## config.mk

```make
export PLATFORM = sky130hd
export DESIGN_NAME = amx_top
export DESIGN_NICKNAME = d
export VERILOG_FILES = /design/src/hdl/amx_pkg.sv /design/src/hdl/amx_sync.sv /design/src/hdl/amx_decode.sv /design/src/hdl/amx_top.sv
export SDC_FILE = /design/constraint.sdc
export NUM_CORES = 1
export LEC_CHECK = 0
export BUFFER_PORTS_ARGS = -buffer_cell sky130_fd_sc_hd__buf_2
export CAP_MARGIN = 20
export CORE_AREA = 2 2 65 128
export DETAILED_ROUTE_END_ITERATION = 8
export DIE_AREA = 0 0 67 130
export GPL_TIMING_DRIVEN = 0
export PLACE_DENSITY = 0.82
export SYNTH_ARGS = -nofsm -noshare
export SYNTH_HDL_FRONTEND = slang
export SYNTH_SLANG_ARGS = --single-unit
```

## constraint.sdc

```tcl
create_clock -name clk_sys_i -period 3.79 [get_ports clk_sys_i]
set_input_delay 0.5685 -clock clk_sys_i [delete_from_list [all_inputs] [get_ports clk_sys_i]]
set_output_delay 0.5685 -clock clk_sys_i [all_outputs]
set_load 0.01 [all_outputs]
```

## src/hdl/amx_pkg.sv

```systemverilog
// constants and types shared by the input multiplexer configuration decoder
`default_nettype none

package amx_pkg;

	// =========================================================
	// configuration word layout
	localparam int unsigned CFG_W       = 14;
	localparam int unsigned CFG_INCC_HI = 12;
	localparam int unsigned CFG_INCC_LO = 10;
	localparam int unsigned CFG_CHAN_HI = 9;
	localparam int unsigned CFG_CHAN_LO = 7;
	localparam int unsigned CFG_BW_BIT  = 6;
	localparam logic [13:0] CFG_RST     = 14'h1C00;

	// =========================================================
	// input configuration codes
	localparam logic [2:0] INCC_SE      = 3'h7;
	localparam logic [2:0] INCC_COM_BIP = 3'h2;
	localparam logic [2:0] INCC_COM_UNI = 3'h6;
	localparam logic [1:0] INCC_PR_BIP  = 2'h0;
	localparam logic [1:0] INCC_PR_UNI  = 2'h2;

	// =========================================================
	// register map
	localparam int unsigned ADDR_W      = 12;
	localparam logic [11:0] REG_CFG     = 12'h000;
	localparam logic [11:0] REG_STATUS  = 12'h004;
	localparam logic [11:0] REG_RESULT  = 12'h008;

	// status fields
	localparam int unsigned ST_CONV     = 0;
	localparam int unsigned ST_MODE_LO  = 1;
	localparam int unsigned ST_BIP      = 4;
	localparam int unsigned ST_QUARTER  = 5;
	localparam int unsigned ST_POS_LO   = 6;
	localparam int unsigned ST_NEG_LO   = 9;
	localparam int unsigned ST_NEG_COM  = 12;
	localparam int unsigned ST_NEG_GND  = 13;
	localparam int unsigned ST_PENDING  = 14;
	localparam int unsigned ST_NEW      = 15;

	// result fields
	localparam int unsigned RES_W       = 14;
	localparam int unsigned RES_NEW     = 16;
	localparam int unsigned RES_BIP     = 17;

	// =========================================================
	// types
	typedef enum logic [2:0] {
		MODE_NONE,
		MODE_SE,
		MODE_COM_BIP,
		MODE_COM_UNI,
		MODE_PR_BIP,
		MODE_PR_UNI
	} amx_mode_e;

	typedef enum logic {
		PH_ACQ,
		PH_CONV
	} amx_phase_e;

endpackage

`default_nettype wire

```

## src/hdl/amx_sync.sv

```systemverilog
// two-stage synchroniser with rising-edge detector behind it
`default_nettype none

module amx_sync
(
	input  wire logic clk_sys_i,
	input  wire logic rst_n_i,
	input  wire logic async_i,
	output logic      level_o,
	output logic      rise_o
);

	logic meta_q;
	logic sync_q;
	logic last_q;

	// =========================================================
	// crossing, first stage read only by the second
	always_ff @(posedge clk_sys_i)
	begin
		if (!rst_n_i)
		begin
			meta_q <= 1'b0;
			sync_q <= 1'b0;
			last_q <= 1'b0;
		end
		else
		begin
			meta_q <= async_i;
			sync_q <= meta_q;
			last_q <= sync_q;
		end
	end

	assign level_o = sync_q;
	assign rise_o  = sync_q & ~last_q;

endmodule

`default_nettype wire

```

## src/hdl/amx_decode.sv

```systemverilog
// maps a decoded input scheme and channel onto multiplexer switch vectors
`default_nettype none

module amx_decode
(
	input  wire amx_pkg::amx_mode_e mode_i,
	input  wire logic [2:0]         chan_i,
	input  wire logic               seq_i,
	output logic [7:0]              pos_o,
	output logic [7:0]              neg_o,
	output logic [2:0]              pos_idx_o,
	output logic [2:0]              neg_idx_o,
	output logic                    neg_com_o,
	output logic                    neg_gnd_o,
	output logic                    bip_o
);

	logic paired;
	logic pos_on;

	assign paired = (mode_i == amx_pkg::MODE_PR_BIP) || (mode_i == amx_pkg::MODE_PR_UNI);
	assign pos_on = (mode_i != amx_pkg::MODE_NONE);

	// =========================================================
	// positive member of a pair
	always_comb
	begin
		pos_idx_o = chan_i;
		if (paired && seq_i)
			pos_idx_o = {chan_i[2:1], 1'b0};
		neg_idx_o = {pos_idx_o[2:1], ~pos_idx_o[0]};
	end

	// =========================================================
	// one-hot switch vectors
	genvar g;
	generate
		for (g = 0; g < 8; g++)
		begin : g_sw
			assign pos_o[g] = pos_on && (pos_idx_o == 3'(g));
			assign neg_o[g] = paired && (neg_idx_o == 3'(g));
		end
	endgenerate

	// =========================================================
	// negative reference and polarity
	always_comb
	begin
		neg_com_o = 1'b0;
		neg_gnd_o = 1'b0;
		bip_o     = 1'b0;
		case (mode_i)
			amx_pkg::MODE_SE:
			begin
				neg_gnd_o = 1'b1;
			end
			amx_pkg::MODE_COM_BIP:
			begin
				neg_com_o = 1'b1;
				bip_o     = 1'b1;
			end
			amx_pkg::MODE_COM_UNI:
			begin
				neg_com_o = 1'b1;
			end
			amx_pkg::MODE_PR_BIP:
			begin
				bip_o = 1'b1;
			end
			amx_pkg::MODE_PR_UNI:
			begin
				bip_o = 1'b0;
			end
			default:
			begin
				bip_o = 1'b0;
			end
		endcase
	end

endmodule

`default_nettype wire

```

## src/hdl/amx_top.sv

```systemverilog
// input multiplexer configuration decoder with apb register access
//
// The address map and register access over APB are this design's own decisions.
`default_nettype none

module amx_top
(
	input  wire logic        clk_sys_i,
	input  wire logic        rst_n_i,
	// apb slave
	input  wire logic        psel_i,
	input  wire logic        penable_i,
	input  wire logic        pwrite_i,
	input  wire logic [11:0] paddr_i,
	input  wire logic [31:0] pwdata_i,
	output logic             pready_o,
	output logic [31:0]      prdata_o,
	output logic             pslverr_o,
	// conversion timing
	input  wire logic        convert_start_i,
	input  wire logic        conv_done_i,
	input  wire logic [13:0] conv_raw_i,
	// channel sequencer
	input  wire logic        seq_active_i,
	input  wire logic [2:0]  seq_chan_i,
	// analog switch controls
	output logic             acquire_o,
	output logic [7:0]       pos_sw_o,
	output logic [7:0]       neg_sw_o,
	output logic             neg_com_o,
	output logic             neg_gnd_o,
	output logic             filter_bandwidth_select_o,
	// result path
	output logic [13:0]      result_o,
	output logic             result_valid_o,
	output logic             twos_comp_o
);

	// =========================================================
	// declarations
	amx_pkg::amx_phase_e phase_q;
	amx_pkg::amx_mode_e  act_mode_q;
	amx_pkg::amx_mode_e  pend_mode;
	logic [13:0]         cfg_q;
	logic [13:0]         act_cfg_q;
	logic                act_seq_q;
	logic [2:0]          act_chan_q;
	logic                cnv_level;
	logic                cnv_rise;
	logic                start_conv;
	logic                end_conv;
	logic [7:0]          dec_pos;
	logic [7:0]          dec_neg;
	logic [2:0]          dec_pos_idx;
	logic [2:0]          dec_neg_idx;
	logic                dec_com;
	logic                dec_gnd;
	logic                dec_bip;
	logic [2:0]          pos_idx_q;
	logic [2:0]          neg_idx_q;
	logic                conv_bip_q;
	logic                res_new_q;
	logic                apb_acc;
	logic                apb_wr;
	logic                apb_rd;
	logic                hit;
	logic [31:0]         rd_word;

	// =========================================================
	// decoding of the input configuration field
	function automatic amx_pkg::amx_mode_e incc_mode(input logic [13:0] cfg);
		logic [2:0] f;
		f = cfg[amx_pkg::CFG_INCC_HI:amx_pkg::CFG_INCC_LO];
		if (f == amx_pkg::INCC_SE)
			incc_mode = amx_pkg::MODE_SE;
		else if (f == amx_pkg::INCC_COM_BIP)
			incc_mode = amx_pkg::MODE_COM_BIP;
		else if (f == amx_pkg::INCC_COM_UNI)
			incc_mode = amx_pkg::MODE_COM_UNI;
		else if (f[2:1] == amx_pkg::INCC_PR_BIP)
			incc_mode = amx_pkg::MODE_PR_BIP;
		else if (f[2:1] == amx_pkg::INCC_PR_UNI)
			incc_mode = amx_pkg::MODE_PR_UNI;
		else
			incc_mode = amx_pkg::MODE_NONE;
	endfunction

	assign pend_mode = incc_mode(cfg_q);

	// =========================================================
	// convert start pin crossing
	amx_sync u_cnv_sync
	(
		.clk_sys_i (clk_sys_i),
		.rst_n_i   (rst_n_i),
		.async_i   (convert_start_i),
		.level_o   (cnv_level),
		.rise_o    (cnv_rise)
	);

	// an edge during a conversion is dropped; the level alone starts nothing
	assign start_conv = (phase_q == amx_pkg::PH_ACQ) && cnv_rise && cnv_level;
	assign end_conv   = (phase_q == amx_pkg::PH_CONV) && conv_done_i;

	// =========================================================
	// acquisition and conversion phases
	always_ff @(posedge clk_sys_i)
	begin
		if (!rst_n_i)
			phase_q <= amx_pkg::PH_ACQ;
		else
		begin
			case (phase_q)
				amx_pkg::PH_ACQ:
				begin
					if (start_conv)
						phase_q <= amx_pkg::PH_CONV;
				end
				amx_pkg::PH_CONV:
				begin
					if (end_conv)
						phase_q <= amx_pkg::PH_ACQ;
				end
				default:
				begin
					phase_q <= amx_pkg::PH_ACQ;
				end
			endcase
		end
	end

	// =========================================================
	// configuration word written by software
	always_ff @(posedge clk_sys_i)
	begin
		if (!rst_n_i)
			cfg_q <= amx_pkg::CFG_RST;
		else if (apb_wr && (paddr_i == amx_pkg::REG_CFG))
			cfg_q <= pwdata_i[13:0];
	end

	// =========================================================
	// active configuration, taken over only at acquisition start
	always_ff @(posedge clk_sys_i)
	begin
		if (!rst_n_i)
		begin
			act_cfg_q  <= amx_pkg::CFG_RST;
			act_mode_q <= amx_pkg::MODE_SE;
			act_seq_q  <= 1'b0;
			act_chan_q <= 3'h0;
		end
		else if (end_conv)
		begin
			act_cfg_q  <= cfg_q;
			act_mode_q <= pend_mode;
			act_seq_q  <= seq_active_i;
			act_chan_q <= seq_active_i ? seq_chan_i : cfg_q[amx_pkg::CFG_CHAN_HI:amx_pkg::CFG_CHAN_LO];
		end
	end

	// =========================================================
	// switch pattern for the active configuration
	amx_decode u_decode
	(
		.mode_i    (act_mode_q),
		.chan_i    (act_chan_q),
		.seq_i     (act_seq_q),
		.pos_o     (dec_pos),
		.neg_o     (dec_neg),
		.pos_idx_o (dec_pos_idx),
		.neg_idx_o (dec_neg_idx),
		.neg_com_o (dec_com),
		.neg_gnd_o (dec_gnd),
		.bip_o     (dec_bip)
	);

	// =========================================================
	// analog switch drive
	// switch vectors hold during conversion, since the active configuration only changes at its end; acquire_o drops
	always_ff @(posedge clk_sys_i)
	begin
		if (!rst_n_i)
		begin
			acquire_o <= 1'b0;
			pos_sw_o  <= 8'h00;
			neg_sw_o  <= 8'h00;
			neg_com_o <= 1'b0;
			neg_gnd_o <= 1'b0;
			pos_idx_q <= 3'h0;
			neg_idx_q <= 3'h0;
		end
		else
		begin
			acquire_o <= (phase_q == amx_pkg::PH_ACQ) && !start_conv;
			pos_sw_o  <= dec_pos;
			neg_sw_o  <= dec_neg;
			neg_com_o <= dec_com;
			neg_gnd_o <= dec_gnd;
			pos_idx_q <= dec_pos_idx;
			neg_idx_q <= dec_neg_idx;
		end
	end

	// =========================================================
	// input filter bandwidth
	// the required slower rate is the host's duty; nothing here enforces it
	always_ff @(posedge clk_sys_i)
	begin
		if (!rst_n_i)
			filter_bandwidth_select_o <= 1'b0;
		else
			filter_bandwidth_select_o <= act_cfg_q[amx_pkg::CFG_BW_BIT];
	end

	// =========================================================
	// result coding, polarity frozen with the conversion
	always_ff @(posedge clk_sys_i)
	begin
		if (!rst_n_i)
			conv_bip_q <= 1'b0;
		else if (start_conv)
			conv_bip_q <= dec_bip;
	end

	always_ff @(posedge clk_sys_i)
	begin
		if (!rst_n_i)
		begin
			result_o       <= 14'h0000;
			result_valid_o <= 1'b0;
			twos_comp_o    <= 1'b0;
		end
		else
		begin
			result_valid_o <= end_conv;
			if (end_conv)
			begin
				twos_comp_o <= conv_bip_q;
				if (conv_bip_q)
					result_o <= {~conv_raw_i[13], conv_raw_i[12:0]};
				else
					result_o <= conv_raw_i;
			end
		end
	end

	// =========================================================
	// apb slave, one wait state
	assign apb_acc = psel_i && penable_i;
	assign apb_wr  = apb_acc && pready_o && pwrite_i;
	assign apb_rd  = apb_acc && pready_o && !pwrite_i;
	assign hit     = (paddr_i == amx_pkg::REG_CFG) || (paddr_i == amx_pkg::REG_STATUS) ||
	                 (paddr_i == amx_pkg::REG_RESULT);

	// new-result flag: a set wins over a read clear
	always_ff @(posedge clk_sys_i)
	begin
		if (!rst_n_i)
			res_new_q <= 1'b0;
		else if (end_conv)
			res_new_q <= 1'b1;
		else if (apb_rd && (paddr_i == amx_pkg::REG_RESULT))
			res_new_q <= 1'b0;
	end

	always_comb
	begin
		rd_word = 32'h00000000;
		case (paddr_i)
			amx_pkg::REG_CFG:
			begin
				rd_word[13:0] = cfg_q;
			end
			amx_pkg::REG_STATUS:
			begin
				rd_word[amx_pkg::ST_CONV]                          = (phase_q == amx_pkg::PH_CONV);
				rd_word[amx_pkg::ST_MODE_LO+2:amx_pkg::ST_MODE_LO] = act_mode_q;
				rd_word[amx_pkg::ST_BIP]                           = dec_bip;
				rd_word[amx_pkg::ST_QUARTER]                       = filter_bandwidth_select_o;
				rd_word[amx_pkg::ST_POS_LO+2:amx_pkg::ST_POS_LO]   = pos_idx_q;
				rd_word[amx_pkg::ST_NEG_LO+2:amx_pkg::ST_NEG_LO]   = neg_idx_q;
				rd_word[amx_pkg::ST_NEG_COM]                       = neg_com_o;
				rd_word[amx_pkg::ST_NEG_GND]                       = neg_gnd_o;
				rd_word[amx_pkg::ST_PENDING]                       = (cfg_q != act_cfg_q);
				rd_word[amx_pkg::ST_NEW]                           = res_new_q;
			end
			amx_pkg::REG_RESULT:
			begin
				rd_word[amx_pkg::RES_W-1:0] = result_o;
				rd_word[amx_pkg::RES_NEW]   = res_new_q;
				rd_word[amx_pkg::RES_BIP]   = twos_comp_o;
			end
			default:
			begin
				rd_word = 32'h00000000;
			end
		endcase
	end

	always_ff @(posedge clk_sys_i)
	begin
		if (!rst_n_i)
		begin
			pready_o  <= 1'b0;
			prdata_o  <= 32'h00000000;
			pslverr_o <= 1'b0;
		end
		else
		begin
			pready_o  <= apb_acc && !pready_o;
			pslverr_o <= apb_acc && !pready_o && !hit;
			if (apb_acc && !pready_o && !pwrite_i)
				prdata_o <= rd_word;
			else
				prdata_o <= 32'h00000000;
		end
	end

endmodule

`default_nettype wire

```

**After elaboration in Yosys (flattened, before gate mapping)**

Index checks and enable logic that the tools add are counted.

- Equal/unequal tests: 26
- Multiplexer cells: 17
- Bitwise operators: 5
- Reductions and logical operators: 48

Operator list:

| operator | number |
|---|---|
| $pmux 14 s3 | 1 |
| $eq 3x3->1 const B | 12 |
| $logic_and 1x1->1 | 30 |
| $eq 3x2->1 const B | 7 |
| $mux 3 | 6 |
| $mux 14 | 1 |
| $ne 14x14->1 | 1 |
| $eq 12x3->1 const B | 1 |
| $eq 12x4->1 const B | 1 |
| $logic_not 12->1 | 1 |
| $eq 3x1->1 const B | 3 |
| $mux 1 | 8 |
| $logic_not 3->1 | 2 |
| $reduce_and 3->1 | 2 |
| $logic_not 1->1 | 4 |
| $not 1->1 | 4 |
| $reduce_or 2->1 | 2 |
| $logic_or 1x1->1 | 3 |
| $reduce_bool 3->1 | 1 |
| $eq 2x2->1 const B | 1 |
| $logic_not 2->1 | 1 |
| $pmux 1 s2 | 1 |
| $reduce_and 2->1 | 1 |
| $reduce_bool 2->1 | 1 |
| $and 1x1->1 | 1 |

- Bits in registers: 117
- Input bits: 69
- Output and inout bits: 70
- Logic and storage cells: 124

**Depth between registers and ports, before layout**

Gate-level depths: netlist (run 1).

- Depth in word-level cells: 7
- Depth in mapped cells: 6
- Depth with buffers taken out: 4

**Hierarchy**

From an unflattened synthesis (run 1), not the netlist that was laid out.

- Cell total of the unflattened synthesis: 465
- Area, all modules: 4,157.7 um^2

By module, submodules not included:

| module | instances | cells each | area an instance (um^2) |
|---|---|---|---|
| amx_top | 1 | 419 | 3,817.4 |
| amx_decode | 1 | 39 | 247.7 |
| amx_sync | 1 | 7 | 92.6 |

**Worst setup path before layout (run 1)**

No wires, ideal clock.

- Path type: input-to-reg
- From: input paddr_i[7]
- To: register cfg_q[13]
- Data arrival time: 2.046 ns
- Data required time: 3.718 ns
- Path slack: 1.672 ns
- Stages on the path: 6
- Cell sequence: or4_4 > nor4_4 > and2_1 > buf_6 > buf_12 > mux2i_1

- Longest elaborated chain between the ends: 2

Ends and longest elaborated chain:

| item | RTL line | RTL |
|---|---|---|
| from (decl) | amx_top.sv:14 | `input wire logic [11:0] paddr_i,` |
| $logic_not 12->1 | amx_top.sv:138 | `else if (apb_wr && (paddr_i == amx_pkg::REG_CFG))` |
| $logic_and 1x1->1 | amx_top.sv:138 |  |
| to (signal assigned) | amx_top.sv:137 | `cfg_q <= amx_pkg::CFG_RST;` |
| to (signal assigned) | amx_top.sv:139 | `cfg_q <= pwdata_i[13:0];` |
| to (decl) | amx_top.sv:44 | `logic [13:0] cfg_q;` |

No other way between the ends.
A chain may end at the register's enable or synchronous reset.

**Worst setup path after layout (run 1)**

- From: input paddr_i[7]
- To: register cfg_q[8]

The elaborated chain is that of the path after synthesis.

==> results of run 1 <==
==> final cells by class <==
class	count	area, µm²
Buffer	42	236
Clock buffer	12	236
Clock inverter	4	72.6
Fill cell	683	2820
Inverter	4	15.0
Multi-Input combinational cell	313	1780
Sequential cell	101	2020
Tap cell	96	120
Timing Repair Buffer	104	520
==> power by group through the flow <==
stage | logic (mW) | registers, mW | clock network [mW]
floorplan | 0.0731 | 1.11 | 0
global placement | 0.125 | 1.10 | 0
detailed placement | 0.127 | 1.10 | 0
CTS | 0.128 | 1.08 | 0.962
global route | 0.143 | 1.08 | 1.00
finish | 0.128 | 1.08 | 0.949
==> state kept, by name, indices dropped and copies added, names as in the netlist, 3 cells and up <==
signal and count:
pos_sw_o 8, neg_sw_o 8, result_o 14, cfg_q 14
prdata_o 18, act_mode_q 3, pos_idx_q 3, act_chan_q 3
act_cfg_q 14
==> metal layers <==
| metal | vias to the layer above | global-route usage |
|---|---|---|
| met5 | - | 0 |
| met4 | 0 | 0.0900 |
| met3 | 17 | 0.0483 |
| met2 | 100 | 0.384 |
| met1 | 1527 | 0.267 |
| li1 | 1697 | - |
==> final timing paths <==
path	endpoint	slack (ns)	cells past startpoint
worst max-delay path	cfg_q[8]$_SDFFE_PN0P_	1.72	7
worst min register to register	u_cnv_sync.level_o$_SDFF_PN0_	0.45	1
worst max register to register	act_cfg_q[6]$_SDFFE_PN0P_	1.94	5
worst min-delay path	u_cnv_sync.meta_q$_SDFF_PN0_	0.44	2
==> kinds of logic (layout without fill, tap and decap cells) <==
family          after synthesis  after routing  synth area share
mux                          29             29            0.0724
other cells                   1             14          0.000935
compound gates               64             64             0.106
xor+xnor                     16             16            0.0350
buf+inv                      46            166            0.0627
flops                       101            101             0.504
simple gates                190            190             0.218
==> per-stage QoR <==
stage          hold slack, ns  setup slack (ns)
2_1_floorplan           0.412              1.67
3_3_place_gp            0.416              1.37
3_5_place_dp            0.428              1.37
4_1_cts                 0.423              1.71
5_1_grt                 0.422              1.61
6_report                0.436              1.72
==> layout by cell type (no fill, tap or decap), types with 8 or more instances in the layout <==
master / netlist / layout
clkbuf_16: 0 / 9
buf_4: 14 / 14
buf_2: 2 / 106
and2_1: 8 / 8
nor2_1: 49 / 49
nor2b_1: 9 / 9
xnor2_1: 16 / 16
a21boi_0: 28 / 28
dfxtp_1: 101 / 101
nand2_1: 90 / 90
conb_1: 1 / 14
a21oi_1: 21 / 21
clkbuf_1: 20 / 23
mux2i_1: 29 / 29
==> cell usage after synthesis, drive strengths merged, types with 3 or more instances <==
master  number  area share
nor2        49       0.046
nand2       90       0.084
inv          4      0.0037
o21ai        3      0.0037
buf         22       0.040
a21boi      28       0.052
nand2b       7       0.011
nand4        4      0.0062
clkbuf      20       0.019
dfxtp      101        0.50
nor3         5      0.0062
a31oi        4      0.0062
nor2b        9       0.014
xnor2       16       0.035
and2         8       0.012
mux2i       29       0.072
nor3b        3      0.0056
o211a        4       0.010
a21oi       21       0.026
and3         3      0.0047
==> results.cfg, run 1 <==
[clock_network]
htree_num_levels = 3
cts_made_buffers = 9
clock-sinks = 101
cts_tree = done
cts_root_buf = clkbuf_16
cts_setup_buffers = 0
ctsResizeCount = 0
cts_buffer_depth = 2
postCtsHoldBufs = 0
clock_latency_ns = 0.34
clk_pin_slew_ns = 0.07

[placed_design]
gp_congestion = 0.842
placed_cells = 660
place_area_um2 = 4700
numPortBuffers = 104
hpwl_um = 6990

[setup_path]
max_stage_delay_ns = 0.53
path_delay_family = simple AND/OR/NAND/NOR gates
critPathArrivalTime_ns = 2.35
worst_setup_path_start_kind = input pin
r2r_start = phase_q$_SDFF_PN0_
critPathKind = input pin to flop
critPathRequiredTime_ns = 4.07
cp.buffers_inverters = 3
crit_fanout = 10
endpoint_kind = flop
worstPathCellList = buf_2, or4_4, nor4_4, and2_1, buf_6, buf_12, mux2i_1
cp_slowest_cell = or4_4
crit_path_start = paddr_i[7]

[power]
comb_power_share = 0.059
power_mw = 2.16
pwr_density_cell_nw_per_um2 = 431
p_int_mw = 1.71
p_clk_frac = 0.440
p_sw_frac = 0.208
p_leak_nw = 2.21
vdd_ir_drop_max_uv = 323
p_switching_uw = 450
p_seq_frac = 0.501

[layout]
drive_gt1_frac = 0.240
area_growth_pct = 24.9
finalNonFillerCells = 676
num-nets-final = 644
diodes = 0
post-route-util = 0.640
final_cell_area_um2 = 5010

[floorplanning]
start_util = 0.512
rows = 46
die_h_um = 130
die-area_um2 = 8710
io_pins = 139
fp.coreArea_um2 = 7830
die_w_um = 67

[logic_synthesis]
synth_edf_count = 0
synth_ff_type = dfxtp_1
ys_ff_latch = 101
syn_inst = 447
synth.yosys.seq_area_share = 0.504
synth_cell_types = 37
yosys_warnings = 0
avgSynthCellArea_um2 = 8.97
async_flop_share = 0
netlist_area_um2 = 4010

[timing]
rsz0062_at_grt = no
final.setup.tns_ns = 0
max_slew_margin = 0.600
hold_viol_final = 0
worstMarginPinSlew_ns = 0.599
finalCritPeriodShare = 0.546
setup_viol = 0
report.final.slew_viol_count = 0
fmax_mhz = 483
finalCriticalPeriod_ns = 2.07
worst_clock_skew_ns = 0.00886

[detailed_routing]
wl_um = 9250
wl_met3_um = 451
wl_per_cell_um = 13.7
first_iter_violations = 176
drtPass1Iterations = 5
ant_nets = 0
top_layer = met4
post-route-drc-count = 0
vias = 3341
via_per_inst = 4.94
wl_met1_um = 3870
wl_met2_um = 4710

[worst_hold_path]
hold_class = input pin to flop
hp-start = convert_start_i

[run_status]
status = completed

[global_route]
track_usage = 0.224
grt_pass1_vias = 3087
grt_pass1_wl_um = 14700
grt.overflow.total = 0
grt_max_degree = 16
antenna_found_initial = 0

[run]
maxCapViolations = 0
Note: power is estimated with default switching activity, not from simulation.
==> run 2: changes to the inputs <==
--- a/config.mk
+++ b/config.mk
@@ -7,11 +7,11 @@
 export LEC_CHECK = 0
 export BUFFER_PORTS_ARGS = -buffer_cell sky130_fd_sc_hd__buf_2
 export CAP_MARGIN = 20
-export CORE_AREA = 2 2 65 128
+export CORE_AREA = 2 2 70 139
 export DETAILED_ROUTE_END_ITERATION = 8
-export DIE_AREA = 0 0 67 130
+export DIE_AREA = 0 0 72 141
 export GPL_TIMING_DRIVEN = 0
-export PLACE_DENSITY = 0.82
+export PLACE_DENSITY = 0.74
 export SYNTH_ARGS = -nofsm -noshare
 export SYNTH_HDL_FRONTEND = slang
 export SYNTH_SLANG_ARGS = --single-unit
==> constraint.sdc (replaced) <==
create_clock -name clk_sys_i -period 1.9 [get_ports clk_sys_i]
set_input_delay 0.285 -clock clk_sys_i [delete_from_list [all_inputs] [get_ports clk_sys_i]]
set_output_delay 0.285 -clock clk_sys_i [all_outputs]
set_load 0.01 [all_outputs]
==> run 2 against run 1 <==
Against the previous run: die area is 17% higher; wire length is 3.8% higher; critical path type unchanged; clock power is 100% higher; via count is 0.36% lower; register-to-register slack worse by 1.7 ns; design area is 0.70% higher; largest cell class unchanged; sequential share of layout area is 0.28 points lower; sequential power is 99% higher; non-clock buffer count is 2 higher; sequential cell count stayed put; combinational power is 100% higher.
==> results.cfg, run 2 (synthesized netlist as in run 1, its figures left out) <==
[run]
maxCapViolations = 0

[floorplanning]
die_w_um = 72
start_util = 0.436
rows = 50
io_pins = 139
fp.coreArea_um2 = 9200
die-area_um2 = 10200
die_h_um = 141

[global_route]
antenna_found_initial = 0
grt_pass1_wl_um = 15000
grt_max_degree = 17
track_usage = 0.194
grt_pass1_vias = 3069
grt.overflow.total = 0

[timing]
report.final.slew_viol_count = 0
finalCriticalPeriod_ns = 1.71
fmax_mhz = 583
finalCritPeriodShare = 0.902
final.setup.tns_ns = 0
worst_clock_skew_ns = 0.00536
hold_viol_final = 0
setup_viol = 0
fin_ws_ns = 0.186
max_slew_margin = 0.607
rsz0062_at_grt = no
worstMarginPinSlew_ns = 0.589

[setup_path]
endpoint_kind = flop
critPathRequiredTime_ns = 2.17
worst_setup_path_start_kind = input pin
critPathKind = input pin to flop
critPathArrivalTime_ns = 1.99
crit_fanout = 10

[power]
pwr_density_cell_nw_per_um2 = 859
vdd_ir_drop_max_uv = 609
p_leak_nw = 2.23
power_mw = 4.33

[detailed_routing]
via_per_inst = 4.85
first_iter_violations = 187
wl_um = 9600
wl_per_cell_um = 14.0
ant_nets = 0
vias = 3329
post-route-drc-count = 0
drtPass1Iterations = 4

[layout]
layout_common_cells = 106 x buf_2, 101 x dfxtp_1, 90 x nand2_1
largest_reg_flops = 18
diodes = 0
layout_commonest_cell = buf_2
filler_cell_count = 855
drive_gt1_frac = 0.249
num-nets-final = 646
top_register = prdata_o
area_growth_pct = 25.8

[worst_hold_path]
hold_class = input pin to flop

[clock_network]
clock-sinks = 101
postCtsHoldBufs = 0
cts_tree = done
clk_pin_slew_ns = 0.06
cts_buffer_depth = 2
cts_root_buf = clkbuf_16
htree_num_levels = 3
cts_made_buffers = 9
clock_latency_ns = 0.35

[run_status]
status = completed

[placed_design]
gp_congestion = 0.866
hpwl_um = 7180
preCtsSetupSlack_ns = -0.294
numPortBuffers = 104
## run 2: changes by cell type in the layout (fill, tap and decap cells not counted)
cell        delta
clkbuf_1       -2
clkinvlp_4     +2
buf_4          +2
buf_1          -2
clkbuf_2       +2
## run 2: area by class of cell
| class | instances | area (µm²) | share of cell area |
|---|---|---|---|
| plain buffers | 42 | 239 | 0.0474 |
| repair buffers | 106 | 536 | 0.106 |
| multi-input cells | 313 | 1780 | 0.354 |
| inverters | 4 | 15.0 | 0.00298 |
| clock inverters | 6 | 87.6 | 0.0174 |
| clock buffers | 10 | 229 | 0.0454 |
| flip-flops and latches | 101 | 2020 | 0.401 |
| well taps | 104 | 130 | 0.0258 |
## run 2: timing repair
action | 4_1_cts | 5_1_grt
resized for setup | 0 | 2
endpoints found under the setup margin | 0 | 19
setup buffers | 0 | 2
## run 2: layer usage
metal | part of all wire | vias up | GRT usage
met5 | 0 | - | 0
met4 | 0.022 | 0 | 0.0844
met3 | 0.061 | 16 | 0.0350
met2 | 0.49 | 119 | 0.331
met1 | 0.43 | 1498 | 0.235
li1 | - | 1696 | -
## run 2: through the flow
stage	cell area, µm²	std cells	util	hold WS, ns
floorplan	4060	460	-	0.412
CTS	5020	684	0.546	0.143
global route	5040	686	0.548	0.143
detailed placement	4710	668	0.512	0.425
finish	5040	686	0.548	0.151
global placement	4710	668	0.512	0.425
## run 2: critical path, cell delays in order
cell	delay, ns
buf_2	0.10
or4_4	0.54
nor4_4	0.27
buf_4	0.19
and2_1	0.14
buf_6	0.14
buf_12	0.14
mux2i_1	0.18
## run 2: where the power goes
| part | switching (mW) | internal, mW |
|---|---|---|
| logic | 0.141 | 0.116 |
| clock network | 0.771 | 1.15 |
| registers | 0.0146 | 2.14 |
| total | 0.926 | 3.41 |
## run 2: final timing paths
kind	startpoint	endpoint	slack [ns]	cells after the start
worst max-delay path	paddr_i[7]	cfg_q[13]$_SDFFE_PN0P_	0.19	8
worst min-delay path	convert_start_i	u_cnv_sync.meta_q$_SDFF_PN0_	0.15	2
worst max register to register	phase_q$_SDFF_PN0_	act_cfg_q[9]$_SDFFE_PN0P_	0.20	5
worst min register to register	u_cnv_sync.meta_q$_SDFF_PN0_	u_cnv_sync.level_o$_SDFF_PN0_	0.44	1
==> run 3: changes to the inputs <==
--- a/config.mk
+++ b/config.mk
@@ -7,9 +7,9 @@
 export LEC_CHECK = 0
 export BUFFER_PORTS_ARGS = -buffer_cell sky130_fd_sc_hd__buf_2
 export CAP_MARGIN = 20
-export CORE_AREA = 2 2 70 139
+export CORE_AREA = 2 2 98 100
 export DETAILED_ROUTE_END_ITERATION = 8
-export DIE_AREA = 0 0 72 141
+export DIE_AREA = 0 0 100 102
 export GPL_TIMING_DRIVEN = 0
 export PLACE_DENSITY = 0.74
 export SYNTH_ARGS = -nofsm -noshare
==> run 3 against run 2 <==
Against the previous run: sequential share of layout area grew 1.1 points; wire length rose by 2.5%; clock power down 32%; clock-buffer cell count is 1 lower; power is 14% lower; setup slack lost 0.056 ns; critical path depth decreased by 1.
==> results.cfg, run 3 (synthesized netlist as in run 1, its figures left out) <==
[run_status]
status = completed

[floorplanning]
io_pins = 139
fp.coreArea_um2 = 9110
die-area_um2 = 10200
die_h_um = 102
start_util = 0.440
rows = 35
die_w_um = 100

[clock_network]
clock-sinks = 101
cts_made_buffers = 9
cts_root_buf = clkbuf_8
ctsResizeCount = 0
postCtsHoldBufs = 0
clock_latency_ns = 0.37
cts_tree = done
htree_num_levels = 3
cts_buffer_depth = 2
clk_pin_slew_ns = 0.10
cts_setup_buffers = 0

[global_route]
grt.overflow.total = 0
grt_pass1_wl_um = 15200
antenna_found_initial = 0
grt_max_degree = 20
grt_pass1_vias = 3130
track_usage = 0.192

[layout]
top_register = prdata_o
multi_input_area_um2 = 1780
post-route-util = 0.538
area_growth_pct = 22.3
largest_reg_flops = 18
diodes = 0
layout_commonest_cell = buf_2
num-nets-final = 644
layout_common_cells = 106 x buf_2, 101 x dfxtp_1, 90 x nand2_1
register_area_um2 = 2020
drive_gt1_frac = 0.247
filler_cell_count = 878

[detailed_routing]
wl_um = 9840
post-route-drc-count = 0
wl_per_cell_um = 14.2
vias = 3350
ant_nets = 0
via_per_inst = 4.85
drtPass1Iterations = 5
first_iter_violations = 178

[setup_path]
max_stage_delay_ns = 0.54
cp_slowest_cell = or4_4
r2r_slack_ns = 0.16
worst_setup_path_start_kind = input pin
endpoint_kind = flop
critPathRequiredTime_ns = 2.20
crit_fanout = 10
critPathKind = input pin to flop
worstPathCellList = buf_2, or4_4, nor4_4, and2_1, buf_6, buf_12, mux2i_1
critPathArrivalTime_ns = 2.07

[power]
pwr_density_cell_nw_per_um2 = 758
vdd_ir_drop_max_uv = 349
power_mw = 3.72
p_leak_nw = 2.16

[timing]
worst_clock_skew_ns = 0.00991
finalCritPeriodShare = 0.932
hold_viol_final = 0
max_slew_margin = 0.598
setup_viol = 0
fmax_mhz = 565
report.final.slew_viol_count = 0
worstMarginPinSlew_ns = 0.602
finalCriticalPeriod_ns = 1.77
final.setup.tns_ns = 0
rsz0062_at_grt = no

[placed_design]
numPortBuffers = 104
gp_congestion = 0.840
hpwl_um = 7490

[worst_hold_path]
hold_class = input pin to flop

[run]
maxCapViolations = 0
[run 3: cell count changes in the layout (fill, tap and decap cells not counted)]
cell        change
clkbuf_16       -9
clkbuf_8        +9
inv_6           +3
buf_4           -2
bufinv_16       -2
clkinv_4        +2
clkinvlp_4      -2
buf_1           +1
clkbuf_1        -1
clkbuf_2        -1
clkinv_2        -1
inv_8           +1
[run 3: path summary, 6_finish.rpt]
| path | from | end | cells past startpoint |
|---|---|---|---|
| setup / recovery | paddr_i[7] | cfg_q[9]$_SDFFE_PN0P_ | 7 |
| hold reg to reg | u_cnv_sync.meta_q$_SDFF_PN0_ | u_cnv_sync.level_o$_SDFF_PN0_ | 1 |
| setup reg to reg | phase_q$_SDFF_PN0_ | act_chan_q[1]$_SDFFE_PN0P_ | 5 |
| hold / removal | convert_start_i | u_cnv_sync.meta_q$_SDFF_PN0_ | 2 |
[run 3: routing by layer]
layer  routed length, µm  GRT usage  part of all wire  up-vias
li1                    -          -                 -     1702
met1                4340      0.243              0.44     1513
met2                4800      0.329              0.49      115
met3                 530     0.0342             0.054       20
met4                 175     0.0706             0.018        0
met5                   0          0                 0        -
[run 3: where the power goes]
group | internal, mW | total [mW] | switching, mW
logic | 0.116 | 0.258 | 0.142
clock network | 0.504 | 1.30 | 0.800
registers | 2.14 | 2.15 | 0.0140
[run 3: cell type report]
class                           count  area share
Tap cell                          111      0.0283
Buffer                             42      0.0485
Multi-Input combinational cell    313       0.364
Clock buffer                        9      0.0253
Timing Repair Buffer              104       0.106
Sequential cell                   101       0.412
Inverter                            4     0.00306
Clock inverter                      7      0.0128
[run 3: through the flow]
stage / hold WS [ns] / instances / cell area, µm² / setup WS (ns)
2_1_floorplan: 0.412 / 460 / 4060 / 0.0655
3_5_place_dp: 0.428 / 675 / 4720 / -0.206
5_1_grt: 0.134 / 691 / 4900 / 0.0154
6_report: 0.122 / 691 / 4900 / 0.130
4_1_cts: 0.122 / 691 / 4900 / 0.113
3_3_place_gp: 0.425 / 675 / 4720 / -0.177
[run 3: critical path: cells and delay by family]
kind	cells	cell delay, ns
and+or+nand+nor	3	1.21
muxes	1	0.17
buffers and inverters	3	0.38
